[config.mk]
export PLATFORM = sky130hd
export DESIGN_NAME = ltic_button
export DESIGN_NICKNAME = d
export VERILOG_FILES = /design/src/shared/ltic_pkg.sv /design/src/ltic_button.sv
export SDC_FILE = /design/constraint.sdc
export NUM_CORES = 1
export LEC_CHECK = 0
export BUFFER_PORTS_ARGS = -buffer_cell sky130_fd_sc_hd__buf_2
export CAP_MARGIN = 30
export CORE_MARGIN = 1.5
export CORE_UTILIZATION = 60
export CTS_BUF_LIST = sky130_fd_sc_hd__clkbuf_4 sky130_fd_sc_hd__clkbuf_8
export DETAILED_ROUTE_END_ITERATION = 8
export HOLD_SLACK_MARGIN = 0.03
export PLACE_DENSITY = 0.79
export SLEW_MARGIN = 20
export SYNTH_ARGS = -nofsm -noshare
export SYNTH_HDL_FRONTEND = slang
export SYNTH_SLANG_ARGS = --single-unit
[constraint.sdc]
create_clock -name clk -period 1.9 [get_ports clk]
set_input_delay 0.285 -clock clk [delete_from_list [all_inputs] [get_ports clk]]
set_output_delay 0.285 -clock clk [all_outputs]
set_load 0.02 [all_outputs]
[src/shared/ltic_pkg.sv]
package ltic_pkg;
   // indicator layout, scan index equals physical scan position
   localparam int NUM_LEDS = 62;
   localparam int NUM_PROG = 48;
   localparam int NUM_STATUS = 12;
   localparam int TRIP_IDX = 0;
   localparam int ALARM_IDX = 1;
   localparam int STATUS_BASE = 2;
   localparam int PROG_BASE = 14;
   localparam int IDX_W = 6;
   // operand space and selectors
   localparam int N_OPS = 256;
   localparam int SEL_W = 8;
   // faceplate keys: three control buttons plus the target reset key
   localparam int NUM_BTNS = 3;
   localparam int NUM_KEYS = 4;
   localparam int RESET_KEY = 3;
   // timing
   localparam int CLOCK_MHZ = 250;
   localparam int TICK_US = 1000;
   localparam int TICK_CYCLES = TICK_US * CLOCK_MHZ;
   localparam int TICK_MS = TICK_US / 1000;
   localparam int STAGE1_LIMIT_MS = 60000;
   localparam int STEP_MS = 1000;
   localparam int QUAL_MS = 250;
   localparam int DROPOUT_MS = 100;
   localparam int STAGE1_TICKS = STAGE1_LIMIT_MS / TICK_MS;
   localparam int STEP_TICKS = STEP_MS / TICK_MS;
   localparam int QUAL_TICKS = QUAL_MS / TICK_MS;
   localparam int DROPOUT_TICKS = DROPOUT_MS / TICK_MS;
   localparam int TMR_W = 16;
   localparam logic [TMR_W-1:0] TMR_RESET = 16'h0000;
   localparam logic [IDX_W-1:0] IDX_RESET = 6'h00;
   localparam logic [NUM_LEDS-1:0] LEDS_RESET = 62'h0000_0000_0000_0000;
   typedef enum logic [1:0] {ST_IDLE, ST_ALL_ON, ST_WALK_ON, ST_WALK_OFF} ltic_stage_t;
endpackage : ltic_pkg

[src/ltic_button.sv]
`timescale 1ns/1ns
`default_nettype none
module ltic_button #(
   parameter int DROP_TICKS = 100
) (
   input wire logic clk,
   input wire logic arst_n,
   input wire logic tick,
   input wire logic press,
   output logic held,
   output logic press_evt
);
   import ltic_pkg::*;
   logic held_reg, held_next;
   logic prev_reg, prev_next;
   logic evt_reg, evt_next;
   logic [TMR_W-1:0] cnt_reg, cnt_next;

   // operand follows press, drops only after the dropout time
   always_comb
   begin
      held_next = held_reg;
      cnt_next = cnt_reg;
      prev_next = press;
      evt_next = press & ~prev_reg; // event on press edge only
      if (press)
      begin
         held_next = 1'b1;
         cnt_next = TMR_RESET;
      end
      else if (held_reg && tick)
      begin
         if (cnt_reg == TMR_W'(DROP_TICKS - 1))
            held_next = 1'b0;
         else
            cnt_next = cnt_reg + 1'b1;
      end
   end

   always_ff @(posedge clk or negedge arst_n)
   begin
      if (!arst_n)
      begin
         held_reg <= 1'b0;
         prev_reg <= 1'b0;
         evt_reg <= 1'b0;
         cnt_reg <= TMR_RESET;
      end
      else
      begin
         held_reg <= held_next;
         prev_reg <= prev_next;
         evt_reg <= evt_next;
         cnt_reg <= cnt_next;
      end
   end

   assign held = held_reg;
   assign press_evt = evt_reg;
endmodule : ltic_button
`default_nettype wire

**After elaboration in Yosys (flattened, before gate mapping)**

Index checks and enable logic that the tools add are counted.

- Flip-flop bits (word level): 19
- Output and inout port bits: 2
- Logic and storage cells: 20

- Add/sub/neg operators: 1
- Equal/unequal tests: 2
- Muxes and demuxes: 6
- Bitwise logic cells: 2
- Reduce and logical (&&, ||, !) cells: 5

Operators with widths:

| cell | count |
|---|---|
| $mux 16 | 3 |
| $add 16x1->16 const B | 1 |
| $eq 16x7->1 const B | 1 |
| $reduce_and 2->1 | 2 |
| $reduce_bool 2->1 | 2 |
| $mux 1 | 3 |
| $ne 2x2->1 const B | 1 |
| $and 1x1->1 | 1 |
| $logic_and 1x1->1 | 1 |
| $not 1->1 | 1 |

**Logic depth before layout (Yosys ltp)**

- Word-level depth: 4
- Mapped depth: 5
- Gate-level depth less buffers: 5

**Worst setup path before layout**

OpenSTA, ideal clock, no wires.

- Path type: register -> register
- From: register held_reg (netlist: held)
- To: register cnt_reg[11]
- Arrival time: 1.635 ns
- Data required time: 1.822 ns
- Path slack: 0.188 ns
- Cell stages (with the launch flop): 6
- Buffers on the path: 1
- Clock period less this slack: 1.712 ns
- Cell sequence: dfrtp_1 -> nand3_1 -> or4_1 -> buf_2 -> or3_1 -> a21oi_1

- Longest elaborated chain between the ends: 3

RTL lines:

| element | line | source |
|---|---|---|
| start: declaration | ltic_button.sv:14 | `logic held_reg, held_next;` |
| start signal: assignment | ltic_button.sv:51 | `held_reg <= held_next;` |
| $logic_and 1x1->1 | ltic_button.sv:31 | `else if (held_reg && tick)` |
| $reduce_bool 2->1 (no line) | n/a |  |
| $reduce_and 2->1 (no line) | n/a |  |
| end signal: assignment | ltic_button.sv:54 | `cnt_reg <= cnt_next;` |
| end: declaration | ltic_button.sv:17 | `logic [TMR_W-1:0] cnt_reg, cnt_next;` |

Every way passes these cells.
A chain may end at the register's enable or synchronous reset.

**Final worst setup path**

- From: register cnt_reg[3]
- To: register cnt_reg[15]

- Longest elaborated chain between the ends: 4
- Elaborated cells between the ends (all ways): 7
- Classes of those cells: add/sub (1); eq/ne (2); mux (3); reduce/logical (1)

RTL lines:

| element | line | source |
|---|---|---|
| $add 16x1->16 | ltic_button.sv:36 | `cnt_next = cnt_reg + 1'b1;` |
| $mux 16 | ltic_button.sv:33 | `if (cnt_reg == TMR_W'(DROP_TICKS - 1))` |
| $mux 16 | ltic_button.sv:31 |  |
| $mux 16 | ltic_button.sv:26 | `if (press)` |

Parallel ways exist; a longest one is shown, timed or not. The select of a mux whose other input is x is not followed.

==> metrics.md <==
| Metric | Value |
|---|---|
| IR Drop Worst-Case VDD | `0.556 mV` |
| Largest net degree at the start of global routing | `21` |
| Synthesis warning total | `0` |
| Cell count of the worst hold path | `1` |
| Sequential cell area | `477 µm²` |
| Height of the die | `42.6 µm` |
| Syn Nets | `100` |
| Final weighted congestion in routability-driven placement | `0.892` |
| Clock transition at path regs | `0.10 ns` |
| Post-layout power | `678 µW` |
| Worst min-delay path class | `in2reg` |
| Total negative slack for setup checks | `0 ns` |
| Number of endpoints failing setup at the final stage | `0` |
| Critical path capture point type | `flip-flop` |
| Mapped Avg Cell Area | `9.90 µm²` |
| Placed wire-length estimate after detailed placement | `1.23 mm` |
| Source of the worst register-to-register timing path | `cnt_reg[3]` |
| Core Region | `1490 µm²` |
| Final core utilization | `69.8%` |
| Post-synth top flop | `dfrtp_1` |
| Startpoint type of the worst setup path | `flip-flop` |
| Number of antenna violations at the first check in global routing | `0` |
| Global-route wire length before repair | `2.99 mm` |
| Total Routing Usage GR | `22.3%` |
| Distinct cell type count after synthesis | `29` |
| TritonCTS clock tree | `yes` |
| Setup fix buffers added after clock tree synthesis | `0` |
| Vias per Instance | `6.05` |
| Headroom to the max-slew limit | `66.0%` |
| Most frequently used cell type in the post-synthesis netlist | `dfrtp_1` |
| Min-Delay Endpoint | `prev_reg` |
| Cell-internal power | `521 µW` |
| Part of the cycle the worst path needs | `93.7%` |
| Non-filler cells in the finished layout | `119` |
| Via count | `720` |
| Number of sinks driven by the clock tree | `19` |
| Switching Share | `23.1%` |
| Register area share after synthesis | `50.5%` |
| Crit path arrival time | `2.01 ns` |
| Fraction of layout instances using a drive strength above 1 | `16.5%` |
| Start point of the worst hold path | `press` |
| Max FFs per register | `16` |
| Most instantiated cells after synthesis | `dfrtp_1 (19), nor2_1 (11), a21oi_1 (6), nand2_1 (6)` |
| Ports | `6` |
| Detailed-route wire length per cell | `15.3 µm` |
| Path type of the worst setup path | `reg2reg` |
| Netlist Area Pre-Place | `941 µm²` |
| Worst-case clock skew | `0.00214 ns` |
| Die ar. | `1810 µm²` |
| Dominant cells by area after synthesis | `dfrtp_1 (51%), xor2_1 (4.7%), nor2_1 (4.4%)` |
| Combinational Power Share | `6.0%` |
| Layout filler cell count | `112` |
| Async set-reset flop share out of synthesis | `100%` |
| Number of flops mapped to enable cells by yosys | `0` |
| Number of cells in the design after placement | `114` |
| Number of placement rows | `14` |
| Number of search-and-repair iterations in the first detailed-routing pass | `4` |
| Num CTS Buffers | `3` |
| Post-synth top area cell | `dfrtp_1` |
| Peak clock frequency supported by timing | `562 MHz` |
| Worst reg-to-reg path cell count | `4` |
| Leakage | `0.420 nW` |
| Initial DRC Count | `15` |
| Post-synthesis register bit count | `19` |
| Number of buffers on the longest clock path | `2` |
| Count of pins over their slew limit | `0` |
| Setup repair after global routing missed its margin | `false` |
| Drt total wl | `1.82 mm` |
| # Max-Cap Violations | `0` |
| Required time of the critical path | `2.12 ns` |
| Maximum fanout count along the critical path | `8` |
| Total congestion overflow after global routing | `0` |
| R2R Path End | `cnt_reg[15]` |
| Shortest clock period the worst path allows after layout | `1.78 ns` |
| Count of inserted antenna diode cells | `0` |
| Layout overhead on the synthesized area | `10.5%` |
| Antenna viol nets, final | `0` |
| H-Tree Level Count | `1` |
| Sequential power share | `61.5%` |
| Via count of the first global-routing pass | `708` |
| Clock latency of the later-clocked register in the worst-skew pair | `0.30 ns` |
| Final hold violation count | `0` |
| Final hold slack | `0.282 ns` |
| Root Driver | `clkbuf_4` |
| Gate count of the mapped netlist | `95` |
| Worst reg-to-reg setup slack | `0.12 ns` |
| Area of the multi-input gates | `467 µm²` |
| Initial cell density of the core | `63.2%` |
| Share of total power in the clock network | `32.5%` |
| Width of the die | `42.6 µm` |
| Number of nets in the finished design | `109` |
| Buffers on Ports | `5` |
| Post-route DRC violation count | `0` |
| Transition time of the tightest slew-check pin | `0.506 ns` |
| Status | `complete, no violations` |
| Top-area cell type share of the netlist area | `50.5%` |
| Power per cell area | `652 nW/µm²` |
| Switching power of the nets | `157 µW` |
[worst max-delay path, cell delays in order (launching register included)]
cell     delay (ns)
dfrtp_1        0.45
nand3_2        0.13
or4_4          0.59
or3_1          0.37
a21oi_1        0.17
[power by group through the flow]
stage	combinational, mW	sequential [mW]	clock [mW]
CTS	0.0404	0.417	0.227
global placement	0.0371	0.424	0
finish	0.0406	0.417	0.220
floorplan	0.0209	0.425	0
global route	0.0475	0.418	0.233
detailed placement	0.0385	0.425	0
[layout by cell type, fill, tap and decap left out, drive strengths merged]
cell / instances
nor4bb: 1
or3: 5
nand4: 5
nor2: 11
a21o: 1
a41oi: 1
nand2: 6
xor2: 5
nor4b: 1
xnor2: 4
a31o: 1
or4: 1
nor2b: 1
dlygate4sd3: 1
buf: 6
mux2i: 1
nor4: 2
a21oi: 6
nor3: 2
ha: 1
inv: 1
and2: 2
clkbuf: 4
or2b: 1
and4: 4
dfrtp: 19
nand3: 5
o21ai: 5
[stage by stage]
stage | worst slack, ns | instance area [µm²]
after floorplan | 0.188 | 941
after global placement | 0.171 | 981
after detailed placement | 0.0581 | 981
after CTS | 0.0265 | 1020
after global routing | 0.0280 | 1040
final | 0.119 | 1040
[layout make-up]
class	count	share of cell area [%]
Timing Repair Buffer	7	4.09
Inverter	1	0.361
Sequential cell	19	45.8
Tap cell	16	1.93
Multi-Input combinational cell	72	44.9
Clock buffer	4	2.89
[per-layer routing]
metal | routed length [µm] | GRT usage, % | part of all wire, %
met1 | 839 | 28.2 | 46
met2 | 888 | 35.1 | 49
met3 | 49 | 3.88 | 2.7
met4 | 40 | 13.8 | 2.2
met5 | 0 | 0 | 0
[worst max path at each step]
stage	startpoint	endpoint	slack [ns]
4_1_cts	cnt_reg[2]	cnt_reg[15]	0.03
3_3_place_gp	cnt_reg[2]	cnt_reg[11]	0.17
2_1_floorplan	held	cnt_reg[11]	0.19
3_5_place_dp	cnt_reg[2]	cnt_reg[15]	0.06
6_report	cnt_reg[3]	cnt_reg[15]	0.12
5_1_grt	cnt_reg[3]	cnt_reg[15]	0.03
[what timing repair did]
item	in CTS	in global routing
endpoints found under the hold margin	19	0
resized for setup	0	4
setup endpoints to repair	0	6
hold buffers	1	0
[cell families (layout without fill, tap and decap cells)]
logic type	Yosys count	count (layout)	share of synthesized area, %
compound gates	14	14	8.51
xor+xnor	9	9	8.38
fa+ha+maj	1	1	1.33
buf+inv	4	12	1.73
flops	19	19	50.5
mux	1	1	1.06
simple gates	47	47	28.5
No activity file was read; power rests on OpenSTA's default activity.
